File: config.mk
export PLATFORM = sky130hd
export DESIGN_NAME = dacgc_top
export DESIGN_NICKNAME = d
export VERILOG_FILES = /design/src/logic/dacgc_fifo.v /design/src/logic/dacgc_top.v
export VERILOG_INCLUDE_DIRS = /design/src /design/src/logic
export SDC_FILE = /design/constraint.sdc
export NUM_CORES = 1
export LEC_CHECK = 0
export BUFFER_PORTS_ARGS = -buffer_cell sky130_fd_sc_hd__buf_2
export CAP_MARGIN = 20
export CORE_MARGIN = 3
export CORE_UTILIZATION = 40
export CTS_BUF_LIST = sky130_fd_sc_hd__clkbuf_2 sky130_fd_sc_hd__clkbuf_4 sky130_fd_sc_hd__clkbuf_8
export DETAILED_ROUTE_END_ITERATION = 16
export RECOVER_POWER = 25
export SYNTH_ARGS = -nofsm -noshare
export SYNTH_HDL_FRONTEND = slang
export SYNTH_SLANG_ARGS = --single-unit
File: constraint.sdc
create_clock -name clk_sys_in -period 5.65 [get_ports clk_sys_in]
set_input_delay 0.2825 -clock clk_sys_in [delete_from_list [all_inputs] [get_ports clk_sys_in]]
set_output_delay 0.2825 -clock clk_sys_in [all_outputs]
set_load 0.03 [all_outputs]
File: src/logic/dacgc_regs.vh
// Purpose: register map, fields and counts of the dac gain and input block
// Assumes: 4-bit register address, 9-bit data word
// Notes:   definitions only
`ifndef DACGC_REGS_VH
`define DACGC_REGS_VH
`define DACGC_ADDR_LEFT_GAIN   4'h0
`define DACGC_ADDR_RIGHT_GAIN  4'h1
`define DACGC_ADDR_CHAN_FUNC   4'h2
`define DACGC_ADDR_SER_FMT     4'h3
`define DACGC_GAIN_RESET       8'hff
`define DACGC_GAIN_SILENT      8'h00
`define DACGC_UPDATE_BIT       8
`define DACGC_CF_RESET         9'h000
`define DACGC_SF_RESET         9'h000
`define DACGC_CF_SOFT_SILENCE  0
`define DACGC_CF_EMPHASIS      1
`define DACGC_CF_LOW_POWER     2
`define DACGC_CF_FMT_LO        3
`define DACGC_CF_FMT_HI        5
`define DACGC_SF_PROTOCOL      0
`define DACGC_SF_SYNC_INVERT   1
`define DACGC_SF_FOLLOW_LEFT   2
`define DACGC_SF_PHASE_INVERT  4
`define DACGC_SF_BCLK_INVERT   5
`define DACGC_SF_ZERO_SILENCE  8
`define DACGC_IGNORE_SAMPLES   5'd16
`define DACGC_ZERO_RUN_LIMIT   11'd1024
`endif

File: src/logic/dacgc_fifo.v
// Purpose: sample buffer between serial receiver and gain stage
// Assumes: depth is a power of two
// Notes:   first-word-fall-through, flush clears contents
`timescale 1ns/10ps
module dacgc_fifo #(
  parameter WIDTH = 49,
  parameter DEPTH = 16,
  parameter AW    = 4
) (
  input  wire             clk_sys_in,
  input  wire             rst_n_in,
  input  wire             en_in,
  input  wire             flush_in,
  input  wire             in_valid_in,
  output wire             in_ready_out,
  input  wire [WIDTH-1:0] in_data_in,
  output wire             out_valid_out,
  input  wire             out_ready_in,
  output wire [WIDTH-1:0] out_data_out
);
  reg [WIDTH-1:0] mem_reg [0:DEPTH-1];
  reg [AW:0]      wr_ptr_reg;
  reg [AW:0]      rd_ptr_reg;
  wire            full_w;
  wire            empty_w;
  assign full_w        = (wr_ptr_reg[AW] != rd_ptr_reg[AW]) &&
                         (wr_ptr_reg[AW-1:0] == rd_ptr_reg[AW-1:0]);
  assign empty_w       = (wr_ptr_reg == rd_ptr_reg);
  assign in_ready_out  = !full_w;
  assign out_valid_out = !empty_w;
  assign out_data_out  = mem_reg[rd_ptr_reg[AW-1:0]];
  always @(posedge clk_sys_in) begin
    if (en_in && in_valid_in && !full_w) begin
      mem_reg[wr_ptr_reg[AW-1:0]] <= in_data_in;
    end
  end
  always @(posedge clk_sys_in or negedge rst_n_in) begin
    if (!rst_n_in) begin
      wr_ptr_reg <= {(AW+1){1'b0}};
      rd_ptr_reg <= {(AW+1){1'b0}};
    end else if (en_in) begin
      if (flush_in) begin
        wr_ptr_reg <= {(AW+1){1'b0}};
        rd_ptr_reg <= {(AW+1){1'b0}};
      end else begin
        if (in_valid_in && !full_w) begin
          wr_ptr_reg <= wr_ptr_reg + {{AW{1'b0}}, 1'b1};
        end
        if (out_ready_in && !empty_w) begin
          rd_ptr_reg <= rd_ptr_reg + {{AW{1'b0}}, 1'b1};
        end
      end
    end
  end
endmodule

File: src/logic/dacgc_top.v
// Purpose: serial audio receiver, gain decode and control of a stereo dac
// Assumes: bit clock, frame sync and data are asynchronous pins, oversampled by clk_sys_in
// Notes:   register writes arrive as a 4-bit address and 9-bit word with a write strobe
`timescale 1ns/10ps
`include "dacgc_regs.vh"
module dacgc_top #(
  parameter FIFO_DEPTH = 16,
  parameter FIFO_AW    = 4
) (
  input  wire        clk_sys_in,
  input  wire        rst_n_in,
  input  wire        clk_en_in,
  input  wire        reg_wr_in,
  input  wire [3:0]  reg_addr_in,
  input  wire [8:0]  reg_wdata_in,
  input  wire [3:0]  reg_raddr_in,
  output reg  [8:0]  reg_rdata_out,
  input  wire        serial_bit_clock_in,
  input  wire        frame_sync_in,
  input  wire        serial_data_in,
  input  wire        sample_ready_in,
  output reg         sample_valid_out,
  output reg  [23:0] left_sample_out,
  output reg  [23:0] right_sample_out,
  output reg  [7:0]  left_gain_code_out,
  output reg  [7:0]  right_gain_code_out,
  output reg         soft_silence_out,
  output reg         emphasis_correction_out,
  output reg         low_power_out,
  output reg         midrail_out,
  output reg         phase_invert_out,
  output reg         zero_silence_out
);
  // format codes, ordered high field bit, protocol bit, middle, low
  localparam FMT_RJ16 = 4'h0, FMT_RJ20 = 4'h1, FMT_RJ24 = 4'h2, FMT_LJ24 = 4'h3;
  localparam FMT_I16  = 4'h4, FMT_I24  = 4'h5, FMT_I20  = 4'h6, FMT_LJ20 = 4'h7;
  localparam FMT_D16  = 4'h8, FMT_D20  = 4'h9, FMT_D24  = 4'ha, FMT_D32  = 4'hb;
  localparam FMT_LJ16 = 4'hc;
  localparam ST_IDLE  = 2'd0, ST_LEFT = 2'd1, ST_RIGHT = 2'd2;

  reg  [8:0]  chan_func_reg;
  reg  [8:0]  ser_fmt_reg;
  reg  [7:0]  left_hold_reg;
  reg  [7:0]  right_hold_reg;
  reg  [7:0]  left_live_reg;
  reg  [7:0]  right_live_reg;
  reg         update_pend_reg;
  reg  [2:0]  bclk_sync_reg;
  reg  [1:0]  fs_sync_reg;
  reg  [1:0]  din_sync_reg;
  reg         fs_prev_reg;
  reg  [1:0]  state_reg;
  reg  [5:0]  bit_cnt_reg;
  reg  [31:0] shift_reg;
  reg  [23:0] left_word_reg;
  reg         wr_valid_reg;
  reg  [47:0] wr_data_reg;
  reg         power_prev_reg;
  reg  [4:0]  ignore_cnt_reg;
  reg  [10:0] zero_cnt_reg;
  reg         zero_mute_reg;
  wire [3:0]  fmt_w;
  wire        is_dsp_w;
  wire        is_i2s_w;
  wire        is_lj_w;
  wire [5:0]  wlen_w;
  wire        bclk_rise_w;
  wire        fs_now_w;
  wire        fs_level_w;
  wire        fs_edge_w;
  wire        fs_dsp_rise_w;
  wire        fifo_in_ready_w;
  wire        fifo_out_valid_w;
  wire [47:0] fifo_out_data_w;
  wire        pop_w;
  wire        wr_cf_w;
  wire        wr_pd_w;
  wire [23:0] new_word_w;
  wire        sample_zero_w;
  wire [7:0]  left_gain_now_w;
  wire [7:0]  right_gain_now_w;

  // word length of the selected format; unlisted codes fall back to 24 bits
  function [5:0] fmt_len;
    input [3:0] code;
    begin
      case (code)
        FMT_RJ16, FMT_I16, FMT_D16, FMT_LJ16: fmt_len = 6'd16;
        FMT_RJ20, FMT_I20, FMT_LJ20, FMT_D20: fmt_len = 6'd20;
        FMT_D32:                              fmt_len = 6'd32;
        default:                              fmt_len = 6'd24;
      endcase
    end
  endfunction

  // align a shifted word to 24 bits; short words gain low zeros, 32-bit drops low byte
  function [23:0] align24;
    input [31:0] sh;
    input [5:0]  len;
    begin
      case (len)
        6'd16:   align24 = {sh[15:0], 8'h00};
        6'd20:   align24 = {sh[19:0], 4'h0};
        6'd32:   align24 = sh[31:8];
        default: align24 = sh[23:0];
      endcase
    end
  endfunction

  assign fmt_w    = {chan_func_reg[`DACGC_CF_FMT_HI], ser_fmt_reg[`DACGC_SF_PROTOCOL],
                     chan_func_reg[`DACGC_CF_FMT_HI-1:`DACGC_CF_FMT_LO]};
  assign is_dsp_w = (fmt_w[3:2] == 2'b10);
  assign is_i2s_w = (fmt_w == FMT_I16) || (fmt_w == FMT_I24) || (fmt_w == FMT_I20);
  assign is_lj_w  = (fmt_w == FMT_LJ24) || (fmt_w == FMT_LJ20) || (fmt_w == FMT_LJ16);
  assign wlen_w   = fmt_len(fmt_w);

  // the first stage is read only by the second; edges come from stages two and three
  assign bclk_rise_w = ser_fmt_reg[`DACGC_SF_BCLK_INVERT] ?
                       (bclk_sync_reg[2] && !bclk_sync_reg[1]) :
                       (!bclk_sync_reg[2] && bclk_sync_reg[1]);
  assign fs_now_w    = fs_sync_reg[1];
  // left word is sync high for justified modes, sync low for i2s; inversion flips both
  assign fs_level_w  = fs_now_w ^ ser_fmt_reg[`DACGC_SF_SYNC_INVERT] ^ is_i2s_w;
  assign fs_edge_w   = fs_now_w != fs_prev_reg;
  assign fs_dsp_rise_w = fs_now_w && !fs_prev_reg;

  assign wr_cf_w = reg_wr_in && (reg_addr_in == `DACGC_ADDR_CHAN_FUNC);
  assign wr_pd_w = wr_cf_w && reg_wdata_in[`DACGC_CF_LOW_POWER];

  dacgc_fifo #(
    .WIDTH (48),
    .DEPTH (FIFO_DEPTH),
    .AW    (FIFO_AW)
  ) u_fifo (
    .clk_sys_in    (clk_sys_in),
    .rst_n_in      (rst_n_in),
    .en_in         (clk_en_in),
    .flush_in      (low_power_out),
    .in_valid_in   (wr_valid_reg),
    .in_ready_out  (fifo_in_ready_w),
    .in_data_in    (wr_data_reg),
    .out_valid_out (fifo_out_valid_w),
    .out_ready_in  (pop_w),
    .out_data_out  (fifo_out_data_w)
  );

  // a sample leaves the buffer when the output slot is free or being taken
  assign pop_w = fifo_out_valid_w && (!sample_valid_out || sample_ready_in);
  assign new_word_w    = align24(shift_reg, wlen_w);
  assign sample_zero_w = (fifo_out_data_w[47:0] == 48'h0);
  // a pending update shows the held codes with the very sample that applies them
  assign left_gain_now_w  = update_pend_reg ? left_hold_reg : left_live_reg;
  assign right_gain_now_w = update_pend_reg ? right_hold_reg : right_live_reg;

  // registers and gain latches
  always @(posedge clk_sys_in or negedge rst_n_in) begin
    if (!rst_n_in) begin
      chan_func_reg   <= `DACGC_CF_RESET;
      ser_fmt_reg     <= `DACGC_SF_RESET;
      left_hold_reg   <= `DACGC_GAIN_RESET;
      right_hold_reg  <= `DACGC_GAIN_RESET;
      left_live_reg   <= `DACGC_GAIN_RESET;
      right_live_reg  <= `DACGC_GAIN_RESET;
      update_pend_reg <= 1'b0;
      reg_rdata_out   <= 9'h000;
    end else if (clk_en_in) begin
      if (wr_pd_w) begin
        // everything else returns to default, only the low power bit stays
        chan_func_reg  <= `DACGC_CF_RESET | (9'h001 << `DACGC_CF_LOW_POWER);
        ser_fmt_reg    <= `DACGC_SF_RESET;
        left_hold_reg  <= `DACGC_GAIN_RESET;
        right_hold_reg <= `DACGC_GAIN_RESET;
        left_live_reg  <= `DACGC_GAIN_RESET;
        right_live_reg <= `DACGC_GAIN_RESET;
        update_pend_reg <= 1'b0;
      end else begin
        if (reg_wr_in) begin
          case (reg_addr_in)
            `DACGC_ADDR_LEFT_GAIN:  left_hold_reg  <= reg_wdata_in[7:0];
            `DACGC_ADDR_RIGHT_GAIN: right_hold_reg <= reg_wdata_in[7:0];
            `DACGC_ADDR_CHAN_FUNC:  chan_func_reg  <= reg_wdata_in;
            `DACGC_ADDR_SER_FMT:    ser_fmt_reg    <= reg_wdata_in;
            default: ;
          endcase
        end
        // update bit is not stored; it arms a transfer at the next sample
        if (reg_wr_in && (reg_addr_in[3:1] == 3'b000) && reg_wdata_in[`DACGC_UPDATE_BIT]) begin
          update_pend_reg <= 1'b1;
        end else if (pop_w && update_pend_reg) begin
          left_live_reg   <= left_hold_reg;
          right_live_reg  <= right_hold_reg;
          update_pend_reg <= 1'b0;
        end
      end
      case (reg_raddr_in)
        `DACGC_ADDR_LEFT_GAIN:  reg_rdata_out <= {1'b0, left_hold_reg};
        `DACGC_ADDR_RIGHT_GAIN: reg_rdata_out <= {1'b0, right_hold_reg};
        `DACGC_ADDR_CHAN_FUNC:  reg_rdata_out <= chan_func_reg;
        `DACGC_ADDR_SER_FMT:    reg_rdata_out <= ser_fmt_reg;
        default:                reg_rdata_out <= 9'h000;
      endcase
    end
  end

  // pin synchronisers
  always @(posedge clk_sys_in or negedge rst_n_in) begin
    if (!rst_n_in) begin
      bclk_sync_reg <= 3'b000;
      fs_sync_reg   <= 2'b00;
      din_sync_reg  <= 2'b00;
    end else if (clk_en_in) begin
      bclk_sync_reg <= {bclk_sync_reg[1:0], serial_bit_clock_in};
      fs_sync_reg   <= {fs_sync_reg[0], frame_sync_in};
      din_sync_reg  <= {din_sync_reg[0], serial_data_in};
    end
  end

  // serial receiver; samples only on the active bit clock edge
  always @(posedge clk_sys_in or negedge rst_n_in) begin
    if (!rst_n_in) begin
      fs_prev_reg   <= 1'b0;
      state_reg     <= ST_IDLE;
      bit_cnt_reg   <= 6'd0;
      shift_reg     <= 32'h0;
      left_word_reg <= 24'h0;
      wr_valid_reg  <= 1'b0;
      wr_data_reg   <= 48'h0;
    end else if (clk_en_in) begin
      // overflow drops the sample; a full buffer never blocks the pins
      if (wr_valid_reg && fifo_in_ready_w) begin
        wr_valid_reg <= 1'b0;
      end
      if (low_power_out) begin
        state_reg    <= ST_IDLE;
        wr_valid_reg <= 1'b0;
        fs_prev_reg  <= 1'b0;
      end else if (bclk_rise_w) begin
        fs_prev_reg <= fs_now_w;
        if (is_dsp_w) begin
          case (state_reg)
            ST_IDLE: begin
              if (fs_dsp_rise_w) begin
                if (ser_fmt_reg[`DACGC_SF_SYNC_INVERT]) begin
                  state_reg   <= ST_LEFT;
                  bit_cnt_reg <= 6'd0;
                end else begin
                  state_reg   <= ST_LEFT;
                  shift_reg   <= {31'h0, din_sync_reg[1]};
                  bit_cnt_reg <= 6'd1;
                end
              end
            end
            ST_LEFT, ST_RIGHT: begin
              if (bit_cnt_reg == wlen_w) begin
                // words run back to back, so this edge carries the next first bit
                shift_reg   <= {31'h0, din_sync_reg[1]};
                bit_cnt_reg <= 6'd1;
                if (state_reg == ST_LEFT) begin
                  left_word_reg <= new_word_w;
                  state_reg     <= ST_RIGHT;
                end else begin
                  wr_data_reg  <= {left_word_reg, new_word_w};
                  wr_valid_reg <= 1'b1;
                  state_reg    <= ST_IDLE;
                end
              end else begin
                shift_reg   <= {shift_reg[30:0], din_sync_reg[1]};
                bit_cnt_reg <= bit_cnt_reg + 6'd1;
              end
            end
            default: state_reg <= ST_IDLE;
          endcase
        end else if (fs_edge_w) begin
          // channel change: finish the previous word, right-justified keeps the last bits
          if (!fs_level_w) begin
            left_word_reg <= new_word_w;
          end else if (state_reg == ST_RIGHT) begin
            wr_data_reg  <= {left_word_reg, new_word_w};
            wr_valid_reg <= 1'b1;
          end
          state_reg <= fs_level_w ? ST_LEFT : ST_RIGHT;
          // i2s lags one bit; left-justified takes its msb on this edge
          if (is_i2s_w) begin
            shift_reg   <= 32'h0;
            bit_cnt_reg <= 6'd0;
          end else begin
            shift_reg   <= {31'h0, din_sync_reg[1]};
            bit_cnt_reg <= 6'd1;
          end
        end else if (!is_lj_w && !is_i2s_w) begin
          shift_reg <= {shift_reg[30:0], din_sync_reg[1]};
        end else if (bit_cnt_reg < wlen_w) begin
          shift_reg   <= {shift_reg[30:0], din_sync_reg[1]};
          bit_cnt_reg <= bit_cnt_reg + 6'd1;
        end
      end
    end
  end

  // output stage, power sequencing and zero-run detection
  always @(posedge clk_sys_in or negedge rst_n_in) begin
    if (!rst_n_in) begin
      sample_valid_out        <= 1'b0;
      left_sample_out         <= 24'h0;
      right_sample_out        <= 24'h0;
      left_gain_code_out      <= `DACGC_GAIN_RESET;
      right_gain_code_out     <= `DACGC_GAIN_RESET;
      soft_silence_out        <= 1'b0;
      emphasis_correction_out <= 1'b0;
      low_power_out           <= 1'b0;
      midrail_out             <= 1'b0;
      phase_invert_out        <= 1'b0;
      zero_silence_out        <= 1'b0;
      power_prev_reg          <= 1'b0;
      ignore_cnt_reg          <= 5'd0;
      zero_cnt_reg            <= 11'd0;
      zero_mute_reg           <= 1'b0;
    end else if (clk_en_in) begin
      low_power_out           <= chan_func_reg[`DACGC_CF_LOW_POWER];
      midrail_out             <= chan_func_reg[`DACGC_CF_LOW_POWER];
      soft_silence_out        <= chan_func_reg[`DACGC_CF_SOFT_SILENCE];
      emphasis_correction_out <= chan_func_reg[`DACGC_CF_EMPHASIS];
      phase_invert_out        <= ser_fmt_reg[`DACGC_SF_PHASE_INVERT];
      power_prev_reg          <= low_power_out;
      zero_silence_out        <= zero_mute_reg;
      if (sample_valid_out && sample_ready_in) begin
        sample_valid_out <= 1'b0;
      end
      if (low_power_out) begin
        sample_valid_out <= 1'b0;
        left_sample_out  <= 24'h0;
        right_sample_out <= 24'h0;
        zero_cnt_reg     <= 11'd0;
        zero_mute_reg    <= 1'b0;
      end else if (power_prev_reg) begin
        ignore_cnt_reg <= `DACGC_IGNORE_SAMPLES;
      end else if (pop_w) begin
        if (ignore_cnt_reg != 5'd0) begin
          ignore_cnt_reg <= ignore_cnt_reg - 5'd1;
        end else begin
          sample_valid_out   <= 1'b1;
          left_sample_out    <= fifo_out_data_w[47:24];
          right_sample_out   <= fifo_out_data_w[23:0];
          left_gain_code_out <= left_gain_now_w;
          right_gain_code_out <= ser_fmt_reg[`DACGC_SF_FOLLOW_LEFT] ?
                                 left_gain_now_w : right_gain_now_w;
          if (!sample_zero_w) begin
            zero_cnt_reg  <= 11'd0;
            zero_mute_reg <= 1'b0;
          end else if (zero_cnt_reg != `DACGC_ZERO_RUN_LIMIT) begin
            zero_cnt_reg <= zero_cnt_reg + 11'd1;
          end else begin
            zero_mute_reg <= ser_fmt_reg[`DACGC_SF_ZERO_SILENCE];
          end
        end
      end
      if (!ser_fmt_reg[`DACGC_SF_ZERO_SILENCE]) begin
        zero_mute_reg <= 1'b0;
      end
    end
  end
endmodule

# After elaboration in Yosys (flattened, before gate mapping)
# Memories as Yosys holds them, arrays and structs flattened.
# Cells that the tools add are included.
[op_classes] muxes=114 order_cmp=1 eq_ne=43 n_addsub=5 n_reduce_logical=74 n_bitwise=5
[ops] operator="$mux W24" n=14
[ops] operator="$mux W48" n=7
[ops] operator="$mux W32" n=7
[ops] operator="$mux W8" n=15
[ops] operator="$pmux W24 S3" n=1
[ops] operator="$mux W11" n=6
[ops] operator="$pmux W32 S2" n=1
[ops] operator="$mux W9" n=6
[ops] operator="$logic_not A48 Y1" n=1
[ops] operator="$mux W6" n=6
[ops] operator="$pmux W9 S4" n=1
[ops] operator="$mux W5" n=7
[ops] operator="$mux W1" n=33
[ops] operator="$reduce_bool A2 Y1" n=15
[ops] operator="$eq A4 B2 Y1 const B" n=5
[ops] operator="$reduce_and A5 Y1" n=4
[ops] operator="$eq A4 B3 Y1 const B" n=4
[ops] operator="$logic_and A1 B1 Y1" n=16
[ops] operator="$mux W2" n=8
[ops] operator="$ne A3 B3 Y1 const B" n=5
[ops] operator="$reduce_and A3 Y1" n=5
[ops] operator="$reduce_and A7 Y1" n=2
[ops] operator="$eq A6 B5 Y1 const B" n=2
[ops] operator="$ne A4 B4 Y1 const B" n=3
[ops] operator="36 further kinds" n=68
[totals] romBits=64 mem_count=2 out_inout_bits=80 reg_bits=279 elab_cells=278 in_bits=25 ram_bits=768
[memory_table] memory="u_fifo.mem_reg" words=16 word_bits=48 rd=1 rd_clocked_by_memory_dff=0 wr=1 line_no="dacgc_fifo.v:21" text="reg [WIDTH-1:0] mem_reg [0:DEPTH-1];"
[memory_table] memory="(name not given)" words=16 word_bits=4 rd=1 rd_clocked_by_memory_dff=0 wr=0 line_no="dacgc_top.v:87" text="case (code)"

# Logic depth before layout (Yosys ltp)
# Gate-level depths: netlist (run 1).
[depth] ltp_word=11 mapped_depth=15 mapped_depth_nobuf=13

# Modules after synthesis
# From an unflattened synthesis (run 1), not the netlist that was laid out.
[hier_totals] hier_cells=2584 hier_area_um2=42415.7
[by_module_without_submodules] module="dacgc_fifo" area_each_um2=30204.0 seq_area_each_um2=23312.4 instances=1 cells_per_inst=1531
[by_module_without_submodules] module="dacgc_top" area_each_um2=12211.7 seq_area_each_um2=6791.5 instances=1 cells_per_inst=1053

# Least setup slack after synthesis (run 1)
# Ideal clock, no wire load.
[synth_path] path_type="register to register" start="register ser_fmt_reg[0]" end="register wr_data_reg[38]" path_stages_with_launch=14 synth_period_minus_slack_ps=3499 path_slack_ps=2151 n_path_buf=3 setup_ps=125 arrival_time_ps=3375 t_required_ps=5525 path_cell_list="dfrtp_1 -> nor2b_1 -> and2_1 -> a211oi_1 -> inv_2 -> buf_1 -> ha_1 -> and3_1 -> nand3_1 -> o22ai_1 -> nand3_1 -> buf_1 -> buf_1 -> mux2_2"
[synth_between] elab_chain_cells=6 elab_cells_between_ends=17 classes_between="8 x eq/ne; 1 x mux; 1 x bitwise; 6 x reduce/logical; 1 x memory"
[synth_lines] element="from (decl)" line_no="dacgc_top.v:42" text="reg [8:0] ser_fmt_reg;"
[synth_lines] element="from (signal assigned)" line_no="dacgc_top.v:159" text="ser_fmt_reg <= `DACGC_SF_RESET;"
[synth_lines] element="from (signal assigned)" line_no="dacgc_top.v:170" text="ser_fmt_reg <= `DACGC_SF_RESET;"
[synth_lines] element="from (signal assigned)" line_no="dacgc_top.v:182" text="`DACGC_ADDR_SER_FMT: ser_fmt_reg <= reg_wdata_in;"
[synth_lines] element="branches (longest 6 deep; another with $mem_v2 Z16 W4)"
[synth_lines] element="to (signal assigned)" line_no="dacgc_top.v:262" text="wr_data_reg <= {left_word_reg, new_word_w};"
[synth_lines] element="to (signal assigned)" line_no="dacgc_top.v:278" text="wr_data_reg <= {left_word_reg, new_word_w};"
[synth_lines] element="to (decl)" line_no="dacgc_top.v:57" text="reg [47:0] wr_data_reg;"
# Parallel ways; which one is timed is not known.
# A chain may end at the register's enable or synchronous reset.

# Worst setup path after layout (run 1)
[layout_path] start="register u_fifo.rd_ptr_reg[0]" end="register zero_cnt_reg[7]"
[layout_between] elab_chain_cells=7 elab_cells_between_ends=13 classes_between="2 x eq/ne; 5 x mux; 5 x reduce/logical; 1 x memory"
[layout_lines] element="from (decl)" line_no="dacgc_fifo.v:23" text="reg [AW:0] rd_ptr_reg;"
[layout_lines] element="from (signal assigned)" line_no="dacgc_fifo.v:40" text="rd_ptr_reg <= {(AW+1){1'b0}};"
[layout_lines] element="from (signal assigned)" line_no="dacgc_fifo.v:44" text="rd_ptr_reg <= {(AW+1){1'b0}};"
[layout_lines] element="from (signal assigned)" line_no="dacgc_fifo.v:50" text="rd_ptr_reg <= rd_ptr_reg + {{AW{1'b0}}, 1'b1};"
[layout_lines] element="$mem_v2 Z16 W48"
[layout_lines] element="$logic_not A48 Y1" line_no="dacgc_top.v:150" text="assign sample_zero_w = (fifo_out_data_w[47:0] == 48'h0);"
[layout_lines] element="$mux W11" line_no="dacgc_top.v:347" text="if (!sample_zero_w) begin"
[layout_lines] element="$mux W11" line_no="dacgc_top.v:338" text="if (ignore_cnt_reg != 5'd0) begin"
[layout_lines] element="$mux W11" line_no="dacgc_top.v:337" text="end else if (pop_w) begin"
[layout_lines] element="$mux W11" line_no="dacgc_top.v:335" text="end else if (power_prev_reg) begin"
[layout_lines] element="$mux W11" line_no="dacgc_top.v:329" text="if (low_power_out) begin"
[layout_lines] element="to (signal assigned)" line_no="dacgc_top.v:351" text="zero_cnt_reg <= zero_cnt_reg + 11'd1;"
[layout_lines] element="to (decl)" line_no="dacgc_top.v:60" text="reg [10:0] zero_cnt_reg;"
# Parallel ways exist; a longest one is shown, timed or not. The select of a mux whose other input is x is not followed.

==> results of run 1 <==
what timing repair did:
| item | 4_1_cts | 5_1_grt |
|---|---|---|
| hold buffers | 22 | 1 |
| resized for setup | 0 | 0 |
| endpoints found under the hold margin | 125 | 2 |
cells in the final DEF (no fill, tap or decap), types with 21 or more instances in the layout:
cell           count
dlygate4sd3_1     23
a22o_1            40
a21oi_1           69
inv_1             38
buf_4             40
nand2_1          202
dfstp_2           48
nor2_1           121
mux2i_1          114
buf_2            103
dfrtp_1          227
buf_12            25
o22ai_1           21
mux4_2           161
mux2_2            90
nand3_1           25
clkbuf_8         201
o21ai_0           97
clkbuf_4          60
clkinv_1          23
a22oi_1           49
edfxtp_1         768
power by group through the flow:
stage | clock network (uW) | registers [uW] | logic, uW
global placement | 0 | 10000 | 5280
CTS | 6900 | 9910 | 5380
finish | 6750 | 9910 | 5360
floorplan | 0 | 9960 | 3460
detailed placement | 0 | 10100 | 5360
global route | 7250 | 9990 | 5760
final timing paths:
kind / start / endpoint / slack [ns]
max reg2reg: u_fifo.rd_ptr_reg[0] / zero_cnt_reg[7] / 1.01
min reg2reg: right_gain_code_out[7] / right_gain_code_out[7] / 0.47
min: clk_en_in / power_prev_reg / 0.06
min in group asynchronous: rst_n_in / zero_cnt_reg[10] / 1.08
max: u_fifo.rd_ptr_reg[0] / zero_cnt_reg[7] / 1.01
max in group asynchronous: rst_n_in / right_sample_out[7] / 2.60
Yosys cell counts, types with 23 or more instances:
cell	instances	area (um2)
o21ai_0	97	485
a22oi_1	49	368
nor2_1	124	465
clkbuf_1	89	334
a21oi_1	69	345
mux4_2	161	3630
nand3_1	26	130
nand2_1	202	758
mux2_2	90	1010
a22o_1	40	350
dfrtp_1	231	5780
mux2i_1	114	1140
edfxtp_1	768	23100
inv_1	38	143
and2_1	23	144
dfstp_2	48	1260
routing by layer:
metal	global-route usage [%]	vias to the layer above
met1	28.1	12500
met3	3.86	179
met4	6.23	0
li1	-	10200
met5	0	-
met2	33.2	980
layout make-up:
class | count | area [um2] | share of cell area, %
Clock inverter | 58 | 369 | 0.767
Multi-Input combinational cell | 1258 | 11000 | 22.8
Sequential cell | 1047 | 30100 | 62.6
Antenna cell | 1 | 2.50 | 0.00520
Inverter | 40 | 150 | 0.312
Clock buffer | 260 | 3200 | 6.66
Tap cell | 1368 | 1710 | 3.56
Timing Repair Buffer | 194 | 1590 | 3.31
cells by family after synthesis:
family,Yosys count
compound gates,386
xor+xnor,16
fa+ha+maj,20
buf+inv,179
flops,1047
mux,365
simple gates,471
worst max-delay path, delay by kind of cell (launching register included):
| family | cells | cell delay (ns) |
|---|---|---|
| buffers and inverters | 3 | 1.03 |
| multiplexers | 1 | 0.56 |
| AND/OR/NAND/NOR | 5 | 1.62 |
| flip-flops | 1 | 0.81 |
| AO/OA/AOI/OAI | 2 | 0.46 |
stage by stage:
stage               std cells  instance area [um2]  hold WS, ns  power [uW]
finish                   4226                48100       0.0645       22000
global route             4226                48100       0.0403       23000
CTS                      4221                48100      0.00289       22200
detailed placement       3881                44300        0.454       15400
global placement         3881                44300        0.439       15300
floorplan                2484                41800      -0.0131       13400
==> metrics.cfg, run 1 <==
[sta]
slew_headroom_pct=-115
final-max-slew-violation-count=123
max_freq_ghz=0.216
worst_slew_pin_slew_ns=3.22
setup-violations-final=0
fin_skew_ns=0.0365
setup_ws_ns=1.01
fin_crit_sh_pct=82.1
finalCriticalPeriod_ns=4.64
final_hold_viol_count=0
fin_tns_setup_ns=0
rsz0062_at_grt=false

[power_and_ir_drop]
p_leak_uw=0.0177
sw_frac_of_total_pct=32.1
combPwrFrac_pct=24.4
internal_power_uw=15000
p_clk_share_pct=30.7
ir_worst_vdd_v=0.000300
seqPwrFrac_pct=45.0
powerDensity_nw_per_um2=458
power.switching_uw=7070

[routing]
ant_nets=0
m1WireLength_mm=46.5
routed-via-count=23800
routed.top_layer=met4
vias_per_cell=5.63
drc=0
drt_iter0_markers=2283
wl_mm=110
met3_length_mm=7.76
wl_met2_mm=53.7
routedWlPerCell_um=26.1
dr.pass1.iters=6

[synth]
synthSimpleGateAreaFrac_pct=5.10
yosysWarnings=0
synth_cells=2484
synth_fa_ha_area_share_pct=0.599
yosysSeqAreaShare_pct=72.0
ys_types=65
synth_nets=2529
netlist_area_um2=41800
synthXorXnorAreaFrac_pct=0.335
synth_compound_area_share_pct=6.24
ys_ff_latch=1047
avgSynthCellArea_um2=16.8
synth_top_family_by_area=multiplexers
synth_edf_count=768
ys.flop_type=edfxtp_1
muxShareOfSynthArea_pct=13.8
synthArstFlopShare_pct=26.6

[grt]
grt_pass1_vias=24600
grt_max_degree=124
grtUsageTotal_pct=20.4
antenna_found_initial=5
gr-total-overflow=0
grt_first_pass_wirelength_mm=163

[setup_path]
cp_max_fo=44
ff2ff_path_depth=11
cp_cell_sequence=buf_12 > buf_12 > mux4_2 > a22o_1 > nor2_1 > nand2_1 > or4_1 > nor3_2 > buf_4 > nand3_2 > o22ai_1
max_stage_delay_ns=0.81
cp-end-kind=flop
cp_common_cell=buf_12
start_kind=flop
slowest_stage=dfrtp_4
critical_path_class=flop to flop
worstPathArrival_ns=5.35
cp_data_required_time_ns=6.36

[cts]
cts_tree=built
clockBufferDepth=3
numCtsBuffers=169
path_clk_slew_ns=0.06
clk_latency_ns=0.82
clock_sinks=1047
h-tree-depth=4
postCtsSetupBuffers=0
cts_root_buf=clkbuf_8

[floorplanning]
initial_utilization_pct=40.7
dieWidth_um=329
fp.coreArea_um2=103000
num_rows=117
pin_count=105
die_h_um=329
die-area_um2=108000

[finish]
fin_nets=2755
final_util_pct=46.8
largest_reg_flops=768
fillerInstances=8797
syn2layout_area_growth_pct=15.1
final_layout_size_suffix_gt1_share_pct=28.0

[flow_run]
drv_cap=1

[placed_design]
place_hpwl_mm=64.2
preCtsSetupSlack_ns=1.00
numPortBuffers=104
place_congestion=0.814

[worst_hold_path]
hold_class=input pin to flop
holdPathStages=2

[run_status]
status=finished with violations
violations=max-capacitance violations, max-slew violations

(Power assumes the default switching activity.)
==> run 2: changes to the inputs <==
- clock period: 5.65 -> 4.7 ns (I/O delays scaled with it)
==> run 2 against run 1 <==
Compared with the run above:
- the flow still finishes with violations (max-capacitance violations, max-slew violations)
- non-clock buffer count grew 35
- count of clock-buffer cells in the layout is 5 higher
- setup slack lost 0.67 ns
- sequential power is 19% higher
- wire length decreased by 1.2%
- via count hardly changed
- clock skew rose by 0.015 ns
- final area up 0.34%
- sequential cell count unchanged
- sequential share of layout area is 0.21 points lower
- highest routed layer unchanged
- critical path depth grew 1
- fmax rose by 6.4%
- largest power group unchanged
==> metrics.cfg, run 2 (synthesis results as in run 1) <==
[run_status]
status=finished with violations
violations=max-capacitance violations, max-slew violations

[sta]
fin_tns_setup_ns=0  ; unchanged
finalCriticalPeriod_ns=4.36  ; -0.277 ns
rsz0062_at_grt=false
fin_skew_ns=0.0518  ; +0.0153 ns
max_freq_ghz=0.229  ; +6.4%
final-max-slew-violation-count=311  ; +150%
final_hold_viol_count=0  ; unchanged
slew_headroom_pct=-43.5  ; +71 points
setup-violations-final=0  ; unchanged
worst_slew_pin_slew_ns=2.15  ; -1.07 ns
fin_crit_sh_pct=92.8  ; +11 points

[finish]
fillerInstances=8696  ; -1.1%
design_area_um2=48300  ; +0.34%
syn2layout_area_growth_pct=15.5
final_layout_size_suffix_gt1_share_pct=28.6  ; +0.68 points
final_cell_mix=768 x edfxtp_1, 227 x dfrtp_1, 202 x nand2_1
largest_reg_flops=768  ; unchanged
fin_nets=2790  ; +1.3%
layout_commonest_cell=edfxtp_1

[routing]
drt_iter0_markers=2226  ; -2.5%
ant_nets=0  ; unchanged
met3_length_mm=7.59  ; -2.3%
wl_mm=109  ; -1.2%
routed.top_layer=met4
vias_per_cell=5.59  ; -0.81%
routedWlPerCell_um=25.6  ; -2.0%
m1WireLength_mm=45.5  ; -2.1%
routed-via-count=23800  ; -0.059%
drc=0  ; unchanged
dr.pass1.iters=7  ; +1
wl_met2_mm=53.5  ; -0.28%

[flow_run]
drv_cap=4  ; +3

[power_and_ir_drop]
p_leak_uw=0.0178  ; +0.77%
ir_worst_vdd_v=0.000333  ; +11%
seqPwrFrac_pct=44.8  ; -0.2 points
powerDensity_nw_per_um2=547  ; +20%
power.switching_uw=8420  ; +19%
p_clk_share_pct=30.4  ; -0.3 points
internal_power_uw=18000  ; +20%
sw_frac_of_total_pct=31.9  ; -0.23 points
combPwrFrac_pct=24.9  ; +0.5 points

[setup_path]
max_stage_delay_ns=0.74  ; -0.07 ns
cp_data_required_time_ns=5.43  ; -0.93 ns
cp_cell_sequence=buf_12 > buf_12 > buf_4 > mux4_2 > a22o_1 > nor2_1 > nand2_1 > or4_1 > nor3_2 > buf_4 > nand3_2 > o211ai_1
slowest_stage=dfrtp_4
path_delay_family=simple AND/OR/NAND/NOR gates
start_kind=flop
cp_max_fo=24  ; -45%
cp-end-kind=flop
path_buf_inv=4  ; +1
worstPathArrival_ns=5.09  ; -0.26 ns
critical_path_class=flop to flop

[worst_hold_path]
hold_class=input pin to flop

[grt]
grt_first_pass_wirelength_mm=162  ; -0.83%
grt_max_degree=135  ; +8.9%
antenna_found_initial=4  ; -1
grtUsageTotal_pct=20.3  ; -0.17 points
grt_pass1_vias=24600  ; -0.25%
gr-total-overflow=0  ; unchanged

[floorplanning]
num_rows=117  ; unchanged
die-area_um2=108000  ; unchanged
fp.coreArea_um2=103000  ; unchanged
pin_count=105  ; unchanged
initial_utilization_pct=40.7  ; unchanged
dieWidth_um=329  ; unchanged
die_h_um=329  ; unchanged

[cts]
cts_root_buf=clkbuf_8
path_clk_slew_ns=0.06  ; about the same
h-tree-depth=4  ; unchanged
cts_tree=built
postCtsSetupBuffers=0  ; unchanged
clk_latency_ns=0.83  ; about the same
cts_repair_resize_count=0  ; unchanged
clockBufferDepth=3  ; unchanged
clock_sinks=1047  ; unchanged
numCtsBuffers=169  ; unchanged

[placed_design]
numPortBuffers=104  ; unchanged
placed_area_um2=44500  ; +0.45%
place_congestion=0.825  ; +1.4%
place_hpwl_mm=65.1  ; +1.4%

==> run 2: changes by cell type in the layout (fill, tap and decap cells not counted), moves of 2 or more <==
| cell | before | now |
|---|---|---|
| buf_12 | 25 | 21 |
| buf_4 | 40 | 73 |
| clkbuf_1 | 0 | 2 |
| clkbuf_4 | 60 | 67 |
| clkinv_1 | 23 | 18 |
| clkinv_2 | 20 | 17 |
| clkinvlp_4 | 5 | 3 |
| diode_2 | 1 | 3 |
| dlygate4sd3_1 | 23 | 28 |
| inv_6 | 2 | 4 |
==> run 2: power by group through the flow <==
stage	clock, uW	sequential [uW]	combinational (uW)
global placement	0	11900	6520
detailed placement	0	12000	6590
global route	8640	11900	7050
CTS	8210	11800	6640
finish	8020	11800	6570
floorplan	0	12000	4160
==> run 2: worst paths after layout <==
path,endpoint,slack (ns),from,cells after the start
worst min register to register,right_gain_code_out[7],0.46,right_gain_code_out[7],2
worst min-delay path,reg_rdata_out[7],0.09,reg_raddr_in[0],4
max in group asynchronous,u_fifo.rd_ptr_reg[0],0.92,rst_n_in,3
worst max register to register,zero_cnt_reg[2],0.34,u_fifo.rd_ptr_reg[0],12
worst max-delay path,zero_cnt_reg[2],0.34,u_fifo.rd_ptr_reg[0],12
min in group asynchronous,left_live_reg[1],1.11,rst_n_in,2
==> run 2: repair_timing <==
item                                   4_1_cts  5_1_grt
endpoints found under the hold margin      340        0
setup endpoints to repair                    0        0
hold buffers                                28        0
==> run 2: layer usage <==
metal  vias up  track usage [%]
met5         -                0
met4         0             5.79
met3       170             3.65
met2       964             33.4
met1     12400             27.7
li1      10300                -
==> run 2: final cells by class <==
| cell class | instances | area (um2) | area share (%) |
|---|---|---|---|
| inverter | 40 | 150 | 0.311 |
| sequential | 1047 | 30100 | 62.4 |
| timing repair buffer | 229 | 1790 | 3.70 |
| clock inverter | 48 | 297 | 0.614 |
| antenna | 3 | 7.51 | 0.0156 |
| clock buffer | 265 | 3240 | 6.71 |
| multi-input combinational | 1258 | 11000 | 22.7 |
| tap | 1368 | 1710 | 3.55 |
==> run 2: worst min-delay path: cells and delay by family <==
kind	cells	cell delay, ns
AOI/OAI and AO/OA	1	0.12
muxes	1	0.26
buffers and inverters	2	0.25
==> run 2: through the flow <==
stage | setup WS, ns | instances | hold WS [ns] | utilization [%] | total power [uW]
6_report | 0.339 | 4258 | 0.0929 | 47.0 | 26400
5_1_grt | 0.122 | 4257 | 0.0785 | 47.0 | 27600
4_1_cts | 0.361 | 4252 | 0.0148 | 47.0 | 26700
3_5_place_dp | 0.366 | 3911 | 0.375 | 43.3 | 18600
3_3_place_gp | 0.404 | 3911 | 0.360 | 43.3 | 18500
2_1_floorplan | 1.20 | 2484 | -0.0606 | - | 16100
==> run 3: changes to the inputs <==
- CTS_BUF_LIST: sky130_fd_sc_hd__clkbuf_2 sky130_fd_sc_hd__clkbuf_4 sky130_fd_sc_hd__clkbuf_8 -> not set
==> run 3 against run 2 <==
Compared with the run above:
- critical path depth is the same
- register-to-register slack is essentially flat
- non-clock buffer count shrank 12
- the run still ends with max-capacitance violations, max-slew violations left
- core utilization shrank 0.17 points
- die area is the same
- combinational power is essentially flat
- final cell count shrank 3.1%
- sequential power is essentially flat
- power grew 1.2%
- clock power grew 4.1%
- largest power group unchanged
- global-route usage shrank 0.22 points
- highest routed layer unchanged
- worst hold slack lost 0.037 ns
- critical endpoint unchanged
==> metrics.cfg, run 3 (synthesis results as in run 1) <==
[sta]
max_freq_ghz=0.230  ; +0.34%
fin_crit_sh_pct=92.5  ; -0.32 points
worst_slew_pin_slew_ns=1.87  ; -0.285 ns
slew_headroom_pct=-24.5  ; +19 points
fin_skew_ns=0.0301  ; -0.0217 ns
final-max-slew-violation-count=148  ; -52%
finalCriticalPeriod_ns=4.35  ; -0.0148 ns
fin_tns_setup_ns=0  ; unchanged
final_hold_viol_count=0  ; unchanged
rsz0062_at_grt=false
setup_ws_ns=0.354  ; +0.0148 ns
setup-violations-final=0  ; unchanged

[cts]
cts_root_buf=clkbuf_16
path_clk_slew_ns=0.06  ; about the same
clk_latency_ns=0.67  ; -0.16 ns
clock_sinks=1047  ; unchanged
cts_repair_resize_count=0  ; unchanged
numCtsBuffers=105  ; -38%
clockBufferDepth=3  ; unchanged
h-tree-depth=3  ; -1
cts_tree=built

[finish]
fillerInstances=8645  ; -0.59%
fin_nets=2714  ; -2.7%
final_util_pct=46.8  ; -0.17 points
syn2layout_area_growth_pct=15.1
layout_commonest_cell=edfxtp_1
fin_cells=4126  ; -3.1%
multi_input_area_um2=11000  ; unchanged
seq_area_um2=30100  ; unchanged
largest_reg_flops=768  ; unchanged
final_layout_size_suffix_gt1_share_pct=25.3  ; -3.3 points
final_cell_mix=768 x edfxtp_1, 227 x dfrtp_1, 202 x nand2_1

[setup_path]
cp-end-kind=flop
cp_data_required_time_ns=5.29  ; -0.14 ns
cp_max_fo=24  ; unchanged
critical_path_class=flop to flop
start_kind=flop
worstPathArrival_ns=4.93  ; -0.16 ns

[floorplanning]
die_h_um=329  ; unchanged
die-area_um2=108000  ; unchanged
dieWidth_um=329  ; unchanged
pin_count=105  ; unchanged
num_rows=117  ; unchanged
fp.coreArea_um2=103000  ; unchanged
initial_utilization_pct=40.7  ; unchanged

[grt]
grt_max_degree=135  ; unchanged
grt_first_pass_wirelength_mm=160  ; -0.88%
use_met3_pct=3.51  ; -0.14 points
grtUsageTotal_pct=20.0  ; -0.22 points
grt_pass1_vias=23900  ; -2.9%
antenna_found_initial=2  ; -2
top_usage_layer=met2
gr-usage-met1_pct=27.9  ; +0.21 points
use_met2_pct=33.1  ; -0.28 points
gr-total-overflow=0  ; unchanged

[routing]
ant_nets=0  ; unchanged
dr.pass1.iters=8  ; +1
drc=0  ; unchanged
vias_per_cell=5.67  ; +1.4%
drt_iter0_markers=2343  ; +5.3%
wl_mm=108  ; -0.78%
routed-via-count=23400  ; -1.7%
routedWlPerCell_um=26.2  ; +2.4%

[power_and_ir_drop]
internal_power_uw=18400  ; +2.2%
p_clk_share_pct=31.2  ; +0.8 points
total_power_uw=26700  ; +1.2%
p_leak_uw=0.0175  ; -1.5%
sw_frac_of_total_pct=31.2  ; -0.68 points
powerDensity_nw_per_um2=556  ; +1.6%
combPwrFrac_pct=24.6  ; -0.3 points
seqPwrFrac_pct=44.2  ; -0.6 points
power.switching_uw=8340  ; -0.96%
ir_worst_vdd_v=0.000348  ; +4.4%

[placed_design]
numPortBuffers=104  ; unchanged
place_congestion=0.825  ; unchanged
dp_cells=3911  ; unchanged
place_hpwl_mm=65.1  ; unchanged
preCtsSetupSlack_ns=0.366  ; unchanged

[flow_run]
drv_cap=2  ; -2

[worst_hold_path]
hold_class=input pin to flop

[run_status]
status=finished with violations
violations=max-capacitance violations, max-slew violations

-- run 3: cell types whose count changed in the layout (fill, tap and decap cells not counted), moves of 2 or more --
cell and change:
clkinv_8 +2, inv_6 -3, bufinv_16 +8, clkbuf_8 -184
dlygate4sd3_1 -12, clkinv_4 +3, clkinvlp_4 +7, clkbuf_16 +105
clkinv_2 +2, clkinv_1 -15, inv_8 -5, clkbuf_4 -66
clkbuf_1 +25
-- run 3: per-layer routing --
layer | vias up | part of all wire, %
li1 | 10100 | -
met1 | 12200 | 42
met2 | 930 | 49
met3 | 143 | 7.4
met4 | 0 | 2.0
met5 | - | 0
-- run 3: worst max-delay path, cell delays in order (launching register included) --
cell	delay, ns
dfrtp_4	0.74
buf_12	0.26
buf_12	0.20
buf_4	0.19
mux4_2	0.50
a22o_1	0.25
nor2_1	0.34
nand2_1	0.21
or4_1	0.64
nor3_2	0.24
buf_4	0.25
nand3_2	0.19
o211ai_1	0.22
-- run 3: worst paths after layout --
check                                       start                     end  cells past startpoint  slack [ns]
hold / removal                     reg_addr_in[0]       right_hold_reg[0]                      5        0.06
setup / recovery             u_fifo.rd_ptr_reg[0]         zero_cnt_reg[2]                     12        0.35
max in group asynchronous                rst_n_in     left_sample_out[17]                      3        1.34
hold reg to reg            right_gain_code_out[7]  right_gain_code_out[7]                      2        0.46
min in group asynchronous                rst_n_in        left_live_reg[1]                      2        1.28
setup reg to reg             u_fifo.rd_ptr_reg[0]         zero_cnt_reg[2]                     12        0.35
-- run 3: power by group through the flow --
stage               combinational [uW]  clock, uW  sequential, uW
finish                            6570       8350           11800
detailed placement                6590          0           12000
floorplan                         4160          0           12000
global route                      7050       8910           11900
global placement                  6520          0           11900
CTS                               6630       8510           11800
-- run 3: timing repair --
item,CTS,global route
setup buffers,0,0
hold buffers,16,0
hold endpoints to repair,216,0
-- run 3: per-stage QoR --
stage	hold slack (ns)	cell area (um2)
global placement	0.360	44500
floorplan	-0.0606	41800
CTS	0.0339	48100
finish	0.0560	48100
global route	0.0754	48100
detailed placement	0.375	44500
-- run 3: area by class of cell --
type                            count  share of cell area (%)
Antenna cell                        2                  0.0104
Tap cell                         1368                    3.56
Inverter                           40                   0.312
Clock inverter                     47                    1.08
Multi-Input combinational cell   1258                    22.8
Timing Repair Buffer              217                    3.50
Clock buffer                      147                    6.12
Sequential cell                  1047                    62.6
